--- config.mk ---
export PLATFORM = sky130hd
export DESIGN_NAME = dct_timer
export DESIGN_NICKNAME = d
export VERILOG_FILES = /design/src/core/dct_timer.v
export VERILOG_INCLUDE_DIRS = /design/src /design/src/core
export SDC_FILE = /design/constraint.sdc
export NUM_CORES = 1
export LEC_CHECK = 0
export BUFFER_PORTS_ARGS = -buffer_cell sky130_fd_sc_hd__buf_2
export CORE_MARGIN = 2
export CORE_UTILIZATION = 30
export CTS_CLUSTER_SIZE = 8
export DETAILED_ROUTE_END_ITERATION = 10
export GPL_ROUTABILITY_DRIVEN = 0
export GPL_TIMING_DRIVEN = 0
export SETUP_SLACK_MARGIN = 0.4
export SYNTH_ARGS = -nofsm -noshare
export SYNTH_HDL_FRONTEND = slang
export SYNTH_SLANG_ARGS = --single-unit
--- constraint.sdc ---
create_clock -name aclk -period 2.65 [get_ports aclk]
set_input_delay 0.3975 -clock aclk [delete_from_list [all_inputs] [get_ports aclk]]
set_output_delay 0.3975 -clock aclk [all_outputs]
set_load 0.02 [all_outputs]
--- src/core/dct_regs.vh ---
`ifndef DCT_REGS_VH
`define DCT_REGS_VH

// ==========================================================
// register indices (byte address = index * 4)
`define DCT_IDX_CONTROL    10'h340
`define DCT_IDX_COUNT      10'h342
`define DCT_IDX_LIMIT_A    10'h344
`define DCT_IDX_LIMIT_B    10'h346
`define DCT_IDX_T1_CONTROL 10'h348
`define DCT_ADDR_W         12

// ==========================================================
// timer0_control field positions
`define DCT_BIT_EN    15
`define DCT_BIT_QUAL  14
`define DCT_BIT_INT   13
`define DCT_BIT_RIU   12
`define DCT_BIT_MC    5
`define DCT_BIT_RTG   4
`define DCT_BIT_PRE   3
`define DCT_BIT_EXT   2
`define DCT_BIT_ALT   1
`define DCT_BIT_FREE_RUN_SELECT  0

// ==========================================================
// reset values
`define DCT_RST_CONTROL    16'h0000
`define DCT_RST_COUNT      16'h0000
`define DCT_RST_LIMIT      16'h0000
`define DCT_RST_T1_CONTROL 16'h0000

// ==========================================================
// counting and timing
`define DCT_COUNT_ZERO 16'h0000
`define DCT_COUNT_MAX  16'hFFFF
`define DCT_DIV_LAST   2'h3

// ==========================================================
// bus answers
`define DCT_RESP_OKAY   2'h0
`define DCT_RESP_SLVERR 2'h2

`endif

--- src/core/dct_timer.v ---
// Decided for this implementation: register access over AXI4-Lite.
`include "dct_regs.vh"

// ==========================================================
// dual compare timer channel with axi4-lite register slave
// ==========================================================
module dct_timer (
  // clock, reset, clock enable
  input  wire                   aclk,
  input  wire                   aresetn,
  input  wire                   ce,
  // axi4-lite write address
  input  wire [`DCT_ADDR_W-1:0] s_axi_awaddr,
  input  wire                   s_axi_awvalid,
  output reg                    s_axi_awready,
  // axi4-lite write data
  input  wire [31:0]            s_axi_wdata,
  input  wire [3:0]             s_axi_wstrb,
  input  wire                   s_axi_wvalid,
  output reg                    s_axi_wready,
  // axi4-lite write response
  output reg  [1:0]             s_axi_bresp,
  output reg                    s_axi_bvalid,
  input  wire                   s_axi_bready,
  // axi4-lite read address
  input  wire [`DCT_ADDR_W-1:0] s_axi_araddr,
  input  wire                   s_axi_arvalid,
  output reg                    s_axi_arready,
  // axi4-lite read data
  output reg  [31:0]            s_axi_rdata,
  output reg  [1:0]             s_axi_rresp,
  output reg                    s_axi_rvalid,
  input  wire                   s_axi_rready,
  // timer pins and neighbours
  input  wire                   timer_input_pin,
  input  wire                   input_pin_is_gpio,
  input  wire                   prescale_tick,
  output reg                    timer_output_pin,
  output reg                    count_irq
);

  // ==========================================================
  // state
  reg        in_meta_reg;
  reg        in_sync_reg;
  reg        in_prev_reg;
  reg [1:0]  div_reg;
  reg [15:0] count_reg;
  reg [15:0] limit_a_reg;
  reg [15:0] limit_b_reg;
  reg [15:0] t1_control_reg;
  reg        en_reg;
  reg        int_reg;
  reg        riu_reg;
  reg        mc_reg;
  reg        rtg_reg;
  reg        pre_reg;
  reg        ext_reg;
  reg        alt_reg;
  reg        free_run_select_reg;

  // write channel holding
  reg                   aw_got_reg;
  reg                   w_got_reg;
  reg [`DCT_ADDR_W-1:0] aw_addr_reg;
  reg [31:0]            w_data_reg;
  reg [3:0]             w_strb_reg;

  // next values
  reg [15:0] count_next;
  reg        en_next;
  reg        riu_next;
  reg        mc_next;
  reg        out_next;
  reg        irq_next;
  reg        match;

  // ==========================================================
  // byte lane merge of a 16-bit register
  function [15:0] merge16;
    input [15:0] old;
    input [15:0] data;
    input [1:0]  strb;
    begin
      merge16 = {strb[1] ? data[15:8] : old[15:8], strb[0] ? data[7:0] : old[7:0]};
    end
  endfunction

  // ==========================================================
  // input pin qualification
  wire in_eff;
  wire in_rise;
  wire tick4;
  wire int_tick;
  wire advance;
  wire retrig;

  // a gpio-assigned pin reads as constant high internally
  assign in_eff  = input_pin_is_gpio | in_sync_reg;
  assign in_rise = in_eff & ~in_prev_reg;
  assign tick4   = (div_reg == `DCT_DIV_LAST);
  assign int_tick = pre_reg ? prescale_tick : tick4;

  // external mode takes only pin edges, prescaler select is a don't care there
  assign advance = en_reg & (ext_reg ? in_rise
                                     : (int_tick & (rtg_reg | in_eff)));
  // retrigger only applies with the internal clock
  assign retrig  = en_reg & ~ext_reg & rtg_reg & in_rise;

  // ==========================================================
  // compare selection
  wire [15:0] limit_sel;
  wire [15:0] limit_eff;
  wire [15:0] count_inc;

  assign limit_sel = riu_reg ? limit_b_reg : limit_a_reg;
  // a zero limit behaves as a limit of 16'hFFFF, so the count wraps after 16'hFFFE
  assign limit_eff = (limit_sel == `DCT_COUNT_ZERO) ? `DCT_COUNT_MAX : limit_sel;
  assign count_inc = count_reg + 16'h0001;

  // ==========================================================
  // bus decode
  wire       aw_hs;
  wire       w_hs;
  wire       ar_hs;
  wire       aw_got_now;
  wire       w_got_now;
  wire       do_wr;
  wire [9:0] wr_idx;
  wire [9:0] rd_idx;
  wire [15:0] wr_data;
  wire [1:0]  wr_strb;
  wire       wr_ctl;
  wire       wr_cnt;
  wire       wr_hit;

  assign aw_hs      = s_axi_awvalid & s_axi_awready;
  assign w_hs       = s_axi_wvalid & s_axi_wready;
  assign ar_hs      = s_axi_arvalid & s_axi_arready;
  assign aw_got_now = aw_got_reg | aw_hs;
  assign w_got_now  = w_got_reg | w_hs;
  // a write commits once both halves are held and the last response is gone
  assign do_wr      = aw_got_reg & w_got_reg & ~s_axi_bvalid;
  assign wr_idx     = aw_addr_reg[11:2];
  assign rd_idx     = s_axi_araddr[11:2];
  assign wr_data    = w_data_reg[15:0];
  assign wr_strb    = w_strb_reg[1:0];
  assign wr_ctl     = do_wr & (wr_idx == `DCT_IDX_CONTROL);
  assign wr_cnt     = do_wr & (wr_idx == `DCT_IDX_COUNT);
  assign wr_hit     = (wr_idx == `DCT_IDX_CONTROL) | (wr_idx == `DCT_IDX_COUNT) |
                      (wr_idx == `DCT_IDX_LIMIT_A) | (wr_idx == `DCT_IDX_LIMIT_B) |
                      (wr_idx == `DCT_IDX_T1_CONTROL);

  // ==========================================================
  // timer next state
  always @* begin
    count_next = count_reg;
    en_next    = en_reg;
    riu_next   = riu_reg;
    mc_next    = mc_reg;
    out_next   = timer_output_pin;
    irq_next   = 1'b0;
    match      = 1'b0;
    // with the timer disabled nothing below advances, so state holds except the single mode output, which returns high
    if (retrig) begin
      count_next = `DCT_COUNT_ZERO;
    end else if (advance) begin
      if (count_inc == limit_eff) begin
        match      = 1'b1;
        count_next = `DCT_COUNT_ZERO;
        mc_next    = 1'b1;
        irq_next   = int_reg;
        if (alt_reg) begin
          riu_next = ~riu_reg;
        end
        // one-shot: dual mode halts only after the B phase
        if (!free_run_select_reg && (!alt_reg || riu_reg)) begin
          en_next  = 1'b0;
          riu_next = 1'b0;
        end
      end else begin
        count_next = count_inc;
      end
    end
    // output waveform; without a match single mode drives high, dual mode drives ~riu_reg while enabled and holds while disabled
    if (match) begin
      out_next = alt_reg ? ~riu_next : 1'b0;
    end else if (alt_reg) begin
      if (en_reg) begin
        out_next = ~riu_reg;
      end
    end else begin
      out_next = 1'b1;
    end
    // software effects; a hardware set of the flag wins over a clear
    if (wr_ctl) begin
      if (wr_strb[1] && wr_data[`DCT_BIT_QUAL]) begin
        en_next = wr_data[`DCT_BIT_EN];
      end
      if (wr_strb[0] && !wr_data[`DCT_BIT_MC] && !match) begin
        mc_next = 1'b0;
      end
    end
    // a count write wins over the advance in the same cycle
    if (wr_cnt) begin
      count_next = merge16(count_reg, wr_data, wr_strb);
    end
  end

  // ==========================================================
  // timer registers
  always @(posedge aclk) begin
    if (!aresetn) begin
      in_meta_reg      <= 1'b0;
      in_sync_reg      <= 1'b0;
      in_prev_reg      <= 1'b0;
      div_reg          <= 2'h0;
      count_reg        <= `DCT_RST_COUNT;
      en_reg           <= 1'b0;
      riu_reg          <= 1'b0;
      mc_reg           <= 1'b0;
      timer_output_pin <= 1'b1;
      count_irq        <= 1'b0;
    end else if (ce) begin
      in_meta_reg      <= timer_input_pin;
      in_sync_reg      <= in_meta_reg;
      in_prev_reg      <= in_eff;
      div_reg          <= div_reg + 2'h1;
      count_reg        <= count_next;
      en_reg           <= en_next;
      riu_reg          <= riu_next;
      mc_reg           <= mc_next;
      timer_output_pin <= out_next;
      count_irq        <= irq_next;
    end
  end

  // ==========================================================
  // configuration registers
  always @(posedge aclk) begin
    if (!aresetn) begin
      limit_a_reg    <= `DCT_RST_LIMIT;
      limit_b_reg    <= `DCT_RST_LIMIT;
      t1_control_reg <= `DCT_RST_T1_CONTROL;
      int_reg        <= 1'b0;
      rtg_reg        <= 1'b0;
      pre_reg        <= 1'b0;
      ext_reg        <= 1'b0;
      alt_reg        <= 1'b0;
      free_run_select_reg       <= 1'b0;
    end else if (ce && do_wr) begin
      if (wr_idx == `DCT_IDX_LIMIT_A) begin
        limit_a_reg <= merge16(limit_a_reg, wr_data, wr_strb);
      end
      if (wr_idx == `DCT_IDX_LIMIT_B) begin
        limit_b_reg <= merge16(limit_b_reg, wr_data, wr_strb);
      end
      if (wr_idx == `DCT_IDX_T1_CONTROL) begin
        t1_control_reg <= merge16(t1_control_reg, wr_data, wr_strb);
      end
      if (wr_idx == `DCT_IDX_CONTROL) begin
        if (wr_strb[1]) begin
          int_reg <= wr_data[`DCT_BIT_INT];
        end
        if (wr_strb[0]) begin
          rtg_reg  <= wr_data[`DCT_BIT_RTG];
          pre_reg  <= wr_data[`DCT_BIT_PRE];
          ext_reg  <= wr_data[`DCT_BIT_EXT];
          alt_reg  <= wr_data[`DCT_BIT_ALT];
          free_run_select_reg <= wr_data[`DCT_BIT_FREE_RUN_SELECT];
        end
      end
    end
  end

  // ==========================================================
  // axi4-lite write channels
  always @(posedge aclk) begin
    if (!aresetn) begin
      aw_got_reg    <= 1'b0;
      w_got_reg     <= 1'b0;
      aw_addr_reg   <= {`DCT_ADDR_W{1'b0}};
      w_data_reg    <= 32'h00000000;
      w_strb_reg    <= 4'h0;
      s_axi_awready <= 1'b0;
      s_axi_wready  <= 1'b0;
      s_axi_bvalid  <= 1'b0;
      s_axi_bresp   <= `DCT_RESP_OKAY;
    end else if (ce) begin
      if (aw_hs) begin
        aw_addr_reg <= s_axi_awaddr;
      end
      if (w_hs) begin
        w_data_reg <= s_axi_wdata;
        w_strb_reg <= s_axi_wstrb;
      end
      if (do_wr) begin
        aw_got_reg    <= 1'b0;
        w_got_reg     <= 1'b0;
        s_axi_awready <= 1'b1;
        s_axi_wready  <= 1'b1;
        s_axi_bvalid  <= 1'b1;
        s_axi_bresp   <= wr_hit ? `DCT_RESP_OKAY : `DCT_RESP_SLVERR;
      end else begin
        // each half is taken alone and held until its partner arrives
        aw_got_reg    <= aw_got_now;
        w_got_reg     <= w_got_now;
        s_axi_awready <= ~aw_got_now;
        s_axi_wready  <= ~w_got_now;
        if (s_axi_bvalid && s_axi_bready) begin
          s_axi_bvalid <= 1'b0;
        end
      end
    end
  end

  // ==========================================================
  // axi4-lite read channels
  reg [15:0] rd_word;
  reg        rd_hit;

  always @* begin
    rd_word = 16'h0000;
    rd_hit  = 1'b1;
    case (rd_idx)
      `DCT_IDX_CONTROL: begin
        // the qualifier always reads back as zero
        rd_word = {en_reg, 1'b0, int_reg, riu_reg, 6'h00,
                   mc_reg, rtg_reg, pre_reg, ext_reg, alt_reg, free_run_select_reg};
      end
      `DCT_IDX_COUNT: begin
        rd_word = count_reg;
      end
      `DCT_IDX_LIMIT_A: begin
        rd_word = limit_a_reg;
      end
      `DCT_IDX_LIMIT_B: begin
        rd_word = limit_b_reg;
      end
      `DCT_IDX_T1_CONTROL: begin
        rd_word = t1_control_reg;
      end
      default: begin
        rd_hit = 1'b0;
      end
    endcase
  end

  always @(posedge aclk) begin
    if (!aresetn) begin
      s_axi_arready <= 1'b0;
      s_axi_rvalid  <= 1'b0;
      s_axi_rdata   <= 32'h00000000;
      s_axi_rresp   <= `DCT_RESP_OKAY;
    end else if (ce) begin
      if (ar_hs) begin
        s_axi_arready <= 1'b0;
        s_axi_rvalid  <= 1'b1;
        s_axi_rdata   <= {16'h0000, rd_word};
        s_axi_rresp   <= rd_hit ? `DCT_RESP_OKAY : `DCT_RESP_SLVERR;
      end else if (s_axi_rvalid) begin
        if (s_axi_rready) begin
          s_axi_rvalid  <= 1'b0;
          s_axi_arready <= 1'b1;
        end
      end else begin
        s_axi_arready <= 1'b1;
      end
    end
  end

endmodule

==> impl_summary.log, run 1 <==
[metrics] chip width: 156 um
[metrics] total number of H-tree levels: 4
[metrics] via count: about 6600
[metrics] overall global routing resource usage: 0.197
[metrics] first-iteration detailed-routing DRC count: 550
[metrics] Post-synth EDFFs: 0
[metrics] switching fraction of total power: 0.239
[metrics] status: complete, but fails checks
[metrics] met2 WL: roughly 11000 um
[metrics] Final Hold Viols: 0
[metrics] number of storage elements in the synthesis netlist: 133
[metrics] met3 wire length: between 1500 and 2000 um
[metrics] Switching Power: around 1.2 mW
[metrics] number of nets in the finished design: roughly 1000
[metrics] type of the worst setup path: flop to flop
[metrics] CTS tree: built
[metrics] Unique masters post-synth: 69
[metrics] clock skew: between 0.01 and 0.015 ns
[metrics] largest delay contributor family on the critical path: simple AND/OR/NAND/NOR gates
[metrics] number of standard cells after synthesis: just under 800
[metrics] Relative slew margins: 0.480
[metrics] highest ir drop seen on vdd: between 0.0004 and 0.0005 V
[metrics] clock group share of total power: 0.512
[metrics] worst hold path type: input pin to flop
[metrics] Core Area: between 20000 and 25000 um^2
[metrics] total of hold buffers inserted after clock tree synthesis: 0
[metrics] Total Die Area: about 24000 um^2
[metrics] Final HPWL DP: 16900 um
[metrics] IO Count: 114
[metrics] floorplan die height: about 160 um
[metrics] clock insertion delay at the later pin of the skew report: roughly 0.44 ns
[metrics] Yosys warnings: 0
[metrics] layout cells sized above 1: 0.268
[metrics] buffer depth of the longest clock path: 2
[metrics] standard-cell rows: 55
[metrics] Internal Power: about 3.7 mW
[metrics] count of input and output buffers: 72
[metrics] critical path launch point type: flop
[metrics] Clock Tree Root: sky130_fd_sc_hd__clkbuf_16
[metrics] number of remaining DRC errors: 0
[metrics] worst slew pin tran: approximately 0.78 ns
[metrics] initial antenna violation count: 0
[metrics] Top cell by count, worst path: sky130_fd_sc_hd__nand4_1
[metrics] top flip-flop cell by instance count after synthesis: sky130_fd_sc_hd__dfxtp_1
[metrics] global-route wire length before repair: around 36000 um
[metrics] register area share after synthesis: 0.384
[metrics] Avg Inst Size Synth: just under 9 um^2
[metrics] crit-path max cell delay: roughly 0.39 ns
[metrics] Clock Pin Slew Worst Setup and Hold Paths: 0.06 ns
[metrics] Comb power frac: 0.059
[metrics] area added between synthesis and finish: 32.9%
[metrics] setup slack after placement: -0.307 ns
[metrics] reported max-cap violation count: 0
[metrics] ratio of final minimum period to clock period: 1.07
[metrics] CP Capture Type: flop
[metrics] largest net degree at the start of global routing: 17
[metrics] highest metal layer used by the detailed router: met5
[metrics] data arrival time of the critical path: 3.15 ns
[metrics] required time worst endpoint: between 2 and 3 ns
[metrics] post-synthesis cell area: between 6000 and 7000 um^2
[metrics] timing-limited maximum frequency: roughly 0.35 GHz
[metrics] final wirelength: roughly 24000 um
[metrics] final setup violation count: 21
[metrics] leakage power figure: ~3.6 nW
[metrics] Antenna diodes: 0
[metrics] vias in the first global route: roughly 6000
[metrics] WL/cell: between 15 and 20 um
[metrics] initial core utilization: 0.306
[metrics] shortest clock period the worst path allows after layout: approximately 2.8 ns
[metrics] PwrDens: between 500 and 600 nW/um^2
[metrics] first-pass detailed-route iteration total: 8
[metrics] met1 wire length: a little over 10000 um
[metrics] buffering stage count on the worst path with inverters included: 3
[metrics] clock sink total: ~130
[metrics] violations in the final reports: negative setup slack
[metrics] unrepaired setup endpoints after global routing: yes
[metrics] clock buffers created by TritonCTS: 17
[metrics] count of pins over their slew limit: 0
[metrics] Slowest-stage cell, CP: sky130_fd_sc_hd__dfxtp_2
[metrics] Worst Setup Slack, final: -0.179 ns
[metrics] sequential fraction of design power: 0.428
[metrics] via count normalized by instance count: about 5.3
[metrics] share of flip-flops with an asynchronous set or reset: 0
[metrics] total negative slack for setup checks: -2.51 ns
[metrics] cell-by-cell trace of the critical path: nand4_1 > buf_4 > nor4_2 > xor2_1 > nand4_1 > a22oi_1 > and4b_1 > nand3b_4 > buf_12 > buf_16 > o211a_1
[metrics] Final ANT Viol Nets: 0
[metrics] largest fanout on the critical path: 6
[metrics] overflow left after global routing: 0
[cell type report]
class / instances / area, um^2
Fill cell: 2217 / 13400
Multi-Input combinational cell: 598 / 4350
Sequential cell: 133 / 2700
Timing Repair Buffer: 112 / 747
Clock buffer: 20 / 457
Buffer: 63 / 392
Tap cell: 285 / 357
Clock inverter: 11 / 150
Inverter: 14 / 52.6
[cells by family (layout without fill, tap and decap cells)]
group | count (synthesis) | in the layout | synth area share
compound gates | 183 | 183 | 0.188
xor+xnor | 22 | 22 | 0.0309
fa+ha+maj | 4 | 4 | 0.00722
buf+inv | 77 | 220 | 0.0531
flops | 133 | 133 | 0.384
mux | 75 | 75 | 0.109
other cells | 1 | 18 | 0.000541
simple gates | 296 | 296 | 0.226
[final timing paths]
| kind | cells after the start | slack, ns | to | from |
|---|---|---|---|---|
| max | 11 | -0.18 | count_reg[9]$_SDFFE_PN0P_ | count_reg[12]$_SDFFE_PN0P_ |
| min | 3 | 0.21 | aw_addr_reg[6]$_SDFFE_PN0P_ | s_axi_awaddr[6] |
| max reg2reg | 11 | -0.18 | count_reg[9]$_SDFFE_PN0P_ | count_reg[12]$_SDFFE_PN0P_ |
| min reg2reg | 2 | 0.46 | aw_addr_reg[2]$_SDFFE_PN0P_ | aw_addr_reg[2]$_SDFFE_PN0P_ |
[power groups by stage]
stage	Combinational, mW	Clock (mW)	Sequential (mW)
after floorplan	0.163	0	2.11
after global placement	0.276	0	2.11
after detailed placement	0.277	0	2.11
after CTS	0.282	2.48	2.07
after global routing	0.314	2.57	2.07
final	0.286	2.47	2.07
[cell usage after synthesis, types with 6 or more instances]
master / instances / area (um^2)
sky130_fd_sc_hd__inv_1: 14 / 52.6
sky130_fd_sc_hd__nand2_1: 105 / 394
sky130_fd_sc_hd__nand4_1: 8 / 50.1
sky130_fd_sc_hd__a21oi_1: 22 / 110
sky130_fd_sc_hd__a21boi_0: 30 / 225
sky130_fd_sc_hd__a222oi_1: 7 / 70.1
sky130_fd_sc_hd__a22o_1: 8 / 70.1
sky130_fd_sc_hd__nand3_1: 23 / 115
sky130_fd_sc_hd__nor3_1: 12 / 60.1
sky130_fd_sc_hd__and3_1: 8 / 50.1
sky130_fd_sc_hd__buf_4: 18 / 135
sky130_fd_sc_hd__mux2_2: 6 / 67.6
sky130_fd_sc_hd__dfxtp_1: 133 / 2660
sky130_fd_sc_hd__a31oi_1: 14 / 87.6
sky130_fd_sc_hd__nor2_1: 30 / 113
sky130_fd_sc_hd__a22oi_1: 12 / 90.1
sky130_fd_sc_hd__nor4_1: 8 / 50.1
sky130_fd_sc_hd__xor2_1: 12 / 105
sky130_fd_sc_hd__o21ai_0: 34 / 170
sky130_fd_sc_hd__nor2b_1: 67 / 419
sky130_fd_sc_hd__a32oi_1: 10 / 87.6
sky130_fd_sc_hd__xnor2_1: 8 / 70.1
sky130_fd_sc_hd__clkbuf_1: 36 / 135
sky130_fd_sc_hd__a221oi_1: 9 / 78.8
sky130_fd_sc_hd__mux2i_1: 69 / 691
sky130_fd_sc_hd__buf_2: 9 / 45.0
[metrics by stage]
step / area (um^2) / instances / utilization / hold WS [ns] / power [mW]
floorplan: 7090 / 808 / - / 0.438 / 2.27
global placement: 7810 / 1165 / 0.345 / 0.450 / 2.39
detailed placement: 7810 / 1165 / 0.345 / 0.455 / 2.39
CTS: 8890 / 1220 / 0.393 / 0.202 / 4.83
global route: 9210 / 1236 / 0.407 / 0.208 / 4.95
finish: 9210 / 1236 / 0.407 / 0.205 / 4.82
[routing by layer]
layer,GRT usage,vias to the layer above
met4,0.0939,2
met3,0.0439,69
met1,0.257,3100
met5,0,-
met2,0.310,297
li1,-,3116
[layout by cell type, fill, tap and decap left out, types with 7 or more instances in the layout]
| master | n |
|---|---|
| sky130_fd_sc_hd__xnor2_1 | 7 |
| sky130_fd_sc_hd__a222oi_1 | 7 |
| sky130_fd_sc_hd__clkbuf_16 | 17 |
| sky130_fd_sc_hd__conb_1 | 18 |
| sky130_fd_sc_hd__a221oi_1 | 9 |
| sky130_fd_sc_hd__a21boi_0 | 30 |
| sky130_fd_sc_hd__o21ai_0 | 32 |
| sky130_fd_sc_hd__a31oi_1 | 14 |
| sky130_fd_sc_hd__dfxtp_1 | 119 |
| sky130_fd_sc_hd__a32oi_1 | 7 |
| sky130_fd_sc_hd__nand3_1 | 16 |
| sky130_fd_sc_hd__nor2_1 | 23 |
| sky130_fd_sc_hd__dfxtp_4 | 8 |
| sky130_fd_sc_hd__a22o_1 | 8 |
| sky130_fd_sc_hd__clkbuf_1 | 30 |
| sky130_fd_sc_hd__nor3_1 | 7 |
| sky130_fd_sc_hd__xor2_1 | 8 |
| sky130_fd_sc_hd__buf_4 | 52 |
| sky130_fd_sc_hd__and3_1 | 8 |
| sky130_fd_sc_hd__nand2_1 | 105 |
| sky130_fd_sc_hd__mux2i_1 | 67 |
| sky130_fd_sc_hd__nor2b_1 | 67 |
| sky130_fd_sc_hd__buf_2 | 72 |
| sky130_fd_sc_hd__a22oi_1 | 12 |
| sky130_fd_sc_hd__nand4_1 | 8 |
| sky130_fd_sc_hd__a21oi_1 | 20 |
| sky130_fd_sc_hd__inv_1 | 14 |
[tightest hold or removal path, stage by stage]
cell	delay, ns
sky130_fd_sc_hd__buf_2	0.09
sky130_fd_sc_hd__nand2_1	0.04
sky130_fd_sc_hd__a21boi_0	0.06
[repair_timing]
item / in CTS / in global routing
endpoints found under the hold margin: 0 / 0
pin swaps: 23 / 22
resized for setup: 71 / 32
buffers inserted: 23 / 16
gates cloned: 1 / 0
setup endpoints to repair: 63 / 60
Power figures use the tool's default switching activity.
==> run 2, diff against run 1 <==
Settings changed: CORE_UTILIZATION 30 to 45, PLACE_DENSITY set to 0.69.
==> impl_summary.log, run 2 (synthesized netlist as in run 1, its figures left out) <==
[metrics] status: complete, but fails checks
[metrics] violations in the final reports: negative setup slack
[metrics] launch instance of the worst min-delay path: s_axi_awaddr[7]
[metrics] area after detailed placement: 7690 um^2 (-1.6%)
[metrics] worst hold path type: input pin to flop
[metrics] total of hold buffers inserted after clock tree synthesis: 0 (unchanged)
[metrics] Final HPWL DP: 15400 um (-9.0%)
[metrics] placed cell count: 1068 (-8.3%)
[metrics] cell depth of the worst flop-to-flop path: 11 (unchanged)
[metrics] clock insertion delay at the later pin of the skew report: 0.42 ns (-0.02 ns)
[metrics] required time worst endpoint: 2.95 ns (-0.02 ns)
[metrics] reported max-cap violation count: 0 (unchanged)
[metrics] clock buffers created by TritonCTS: 17 (unchanged)
[metrics] first-iteration detailed-routing DRC count: 699 (+27%)
[metrics] initial antenna violation count: 0 (unchanged)
[metrics] critical path launch point type: flop
[metrics] chip width: 128 um (-18%)
[metrics] Antenna diodes: 0 (unchanged)
[metrics] WL/cell: 19.3 um (-1.6%)
[metrics] number of nets in the finished design: 1020 (+0.59%)
[metrics] final setup violation count: 13 (-38%)
[metrics] Non-Filler Instances: 1142 (-7.6%)
[metrics] final hold slack: 0.221 ns (+0.0153 ns)
[metrics] unrepaired setup endpoints after global routing: yes
[metrics] overflow left after global routing: 0 (unchanged)
[metrics] floorplan die height: 128 um (-18%)
[metrics] CP Capture Type: flop
[metrics] worst reg-to-reg setup slack: -0.08 ns (+0.10 ns)
[metrics] Slowest-stage cell, CP: sky130_fd_sc_hd__dfxtp_2
[metrics] ratio of final minimum period to clock period: 1.03 (-0.0359)
[metrics] Final Hold Viols: 0 (unchanged)
[metrics] area added between synthesis and finish: 31.1%
[metrics] number of remaining DRC errors: 0 (unchanged)
[metrics] Final ANT Viol Nets: 0 (unchanged)
[metrics] shortest clock period the worst path allows after layout: 2.73 ns (-0.0950 ns)
[metrics] Critical R2R Capture: count_reg[14]$_SDFFE_PN0P_
[metrics] vias in the first global route: 6140 (+0.69%)
[metrics] routing layer with the top usage in global route: met2
[metrics] number of filler instances in the final layout: 1297 (-41%)
[metrics] startpoint of the worst-slack reg-to-reg timing path: count_reg[12]$_SDFFE_PN0P_
[metrics] largest net degree at the start of global routing: 17 (unchanged)
[metrics] CTS tree: built
[metrics] most frequent standard cell in the layout excluding fill and tap cells: sky130_fd_sc_hd__dfxtp_1
[metrics] crit-path max cell delay: 0.38 ns (about the same)
[metrics] worst slew pin tran: 0.663 ns (-0.113 ns)
[metrics] clock skew: 0.00500 ns (-0.00896 ns)
[metrics] buffer depth of the longest clock path: 2 (unchanged)
[metrics] type of the worst setup path: flop to flop
[metrics] cell-by-cell trace of the critical path: nand4_1 > buf_4 > nor4_4 > xor2_2 > xnor2_1 > a21oi_1 > o22a_1 > nand3b_4 > buf_4 > a32oi_1 > a21oi_1
[metrics] total number of H-tree levels: 4 (unchanged)
[metrics] via count normalized by instance count: 5.77 (+8.3%)
[metrics] largest fanout on the critical path: 7 (+1)
[metrics] clock sink total: 133 (unchanged)
[metrics] buffering stage count on the worst path with inverters included: 2 (-1)
[metrics] cell area after layout: 9080 um^2 (-1.4%)
[metrics] Core Area: 15100 um^2 (-33%)
[metrics] data arrival time of the critical path: 3.03 ns (-0.12 ns)
[metrics] via count: 6587 (+0.046%)
[metrics] met3 capacity usage during global routing: 0.0739 (+0.0300)
[metrics] Worst Setup Slack, final: -0.0839 ns (+0.0950 ns)
[metrics] Clock Tree Root: sky130_fd_sc_hd__clkbuf_16
[metrics] Clock Pin Slew Worst Setup and Hold Paths: 0.06 ns (about the same)
[metrics] setup slack after placement: -0.178 ns (+0.129 ns)
[metrics] standard-cell rows: 45 (-18%)
[metrics] first-pass detailed-route iteration total: 8 (unchanged)
[metrics] initial core utilization: 0.457 (+0.151)
[metrics] number of stages on the worst hold path: 3 (unchanged)
[metrics] IO Count: 114 (unchanged)
[metrics] timing-limited maximum frequency: 0.366 GHz (+3.5%)
[metrics] Relative slew margins: 0.556 (+0.0754)
[metrics] final wirelength: 22000 um (-9.1%)
[metrics] Total Die Area: 16400 um^2 (-33%)
[metrics] highest ir drop seen on vdd: 0.000443 V (+2.6%)
[metrics] worst-case hold path end point: aw_addr_reg[7]$_SDFFE_PN0P_
[metrics] PwrDens: 503 nW/um^2 (-4.1%)
[metrics] met1 layer usage reported by global route: 0.368 (+0.111)
[metrics] count of pins over their slew limit: 0 (unchanged)
[metrics] GR Util met2: 0.416 (+0.106)
[metrics] overall global routing resource usage: 0.270 (+0.0724)
[metrics] largest delay contributor family on the critical path: simple AND/OR/NAND/NOR gates
[metrics] global-route wire length before repair: 33800 um (-6.8%)
[metrics] layout cells sized above 1: 0.275 (+0.00649)
[metrics] leakage power figure: 3.66 nW (+0.25%)
[metrics] end-of-flow core utilization: 0.600 (+0.193)
[metrics] count of input and output buffers: 72 (unchanged)
[metrics] total negative slack for setup checks: -0.530 ns (+1.98 ns)
[metrics] overall power consumption: 4.56 mW (-5.4%)
[metrics] leading cell types in the layout, fill and taps excluded: sky130_fd_sc_hd__dfxtp_1, sky130_fd_sc_hd__nand2_1, sky130_fd_sc_hd__buf_2, sky130_fd_sc_hd__mux2i_1, sky130_fd_sc_hd__nor2b_1
[run 2: changes by cell type in the layout (fill, tap and decap cells not counted), sizes merged]
cell	previous run	this run
buf	140	145
bufinv	3	1
clkbuf	55	60
clkinv	4	2
clkinvlp	2	0
inv	16	15
[run 2: worst reg2reg max path, delay by kind of cell, from the launching register on]
| kind | cells | cell delay (ns) |
|---|---|---|
| and+or+nand+nor | 3 | 0.76 |
| AOI/OAI and AO/OA | 4 | 0.62 |
| xor gates and xnor gates | 2 | 0.46 |
| buffers and inverters | 2 | 0.40 |
| DFF | 1 | 0.38 |
[run 2: how the worst max path moves through the flow]
stage,start,end,slack [ns],cells past startpoint
floorplan,count_reg[1]$_SDFFE_PN0P_,timer_output_pin$_SDFFE_PN1P_,0.24,10
global placement,count_reg[3]$_SDFFE_PN0P_,count_reg[15]$_SDFFE_PN0P_,-0.19,10
detailed placement,count_reg[3]$_SDFFE_PN0P_,count_reg[15]$_SDFFE_PN0P_,-0.18,10
CTS,count_reg[0]$_SDFFE_PN0P_,count_reg[13]$_SDFFE_PN0P_,0.08,11
global route,count_reg[12]$_SDFFE_PN0P_,count_reg[14]$_SDFFE_PN0P_,-0.19,11
finish,count_reg[12]$_SDFFE_PN0P_,count_reg[14]$_SDFFE_PN0P_,-0.08,11
[run 2: power breakdown]
group          switching [mW]  total (mW)  internal (mW)
registers              0.0395        2.07           2.03
logic                   0.159       0.276          0.116
clock network           0.831        2.22           1.39
total                    1.03        4.56           3.53
[run 2: area by class of cell]
type | count | area (um^2) | area share
multi-input combinational | 598 | 4390 | 0.484
inverter | 14 | 52.6 | 0.00579
clock inverter | 4 | 46.3 | 0.00510
buffer | 63 | 393 | 0.0433
sequential | 133 | 2700 | 0.297
tap | 188 | 235 | 0.0259
clock buffer | 24 | 502 | 0.0553
timing repair buffer | 118 | 763 | 0.0841
[run 2: routing by layer]
metal,up-vias,part of all wire
li1,3139,-
met1,3056,0.44
met3,50,0.097
met2,342,0.44
met5,-,0
met4,0,0.026
[run 2: what timing repair did]
item,4_1_cts,5_1_grt
pin swaps,28,16
gates resized for setup,85,27
gates cloned,1,0
buffers inserted,32,13
setup endpoints to repair,62,75
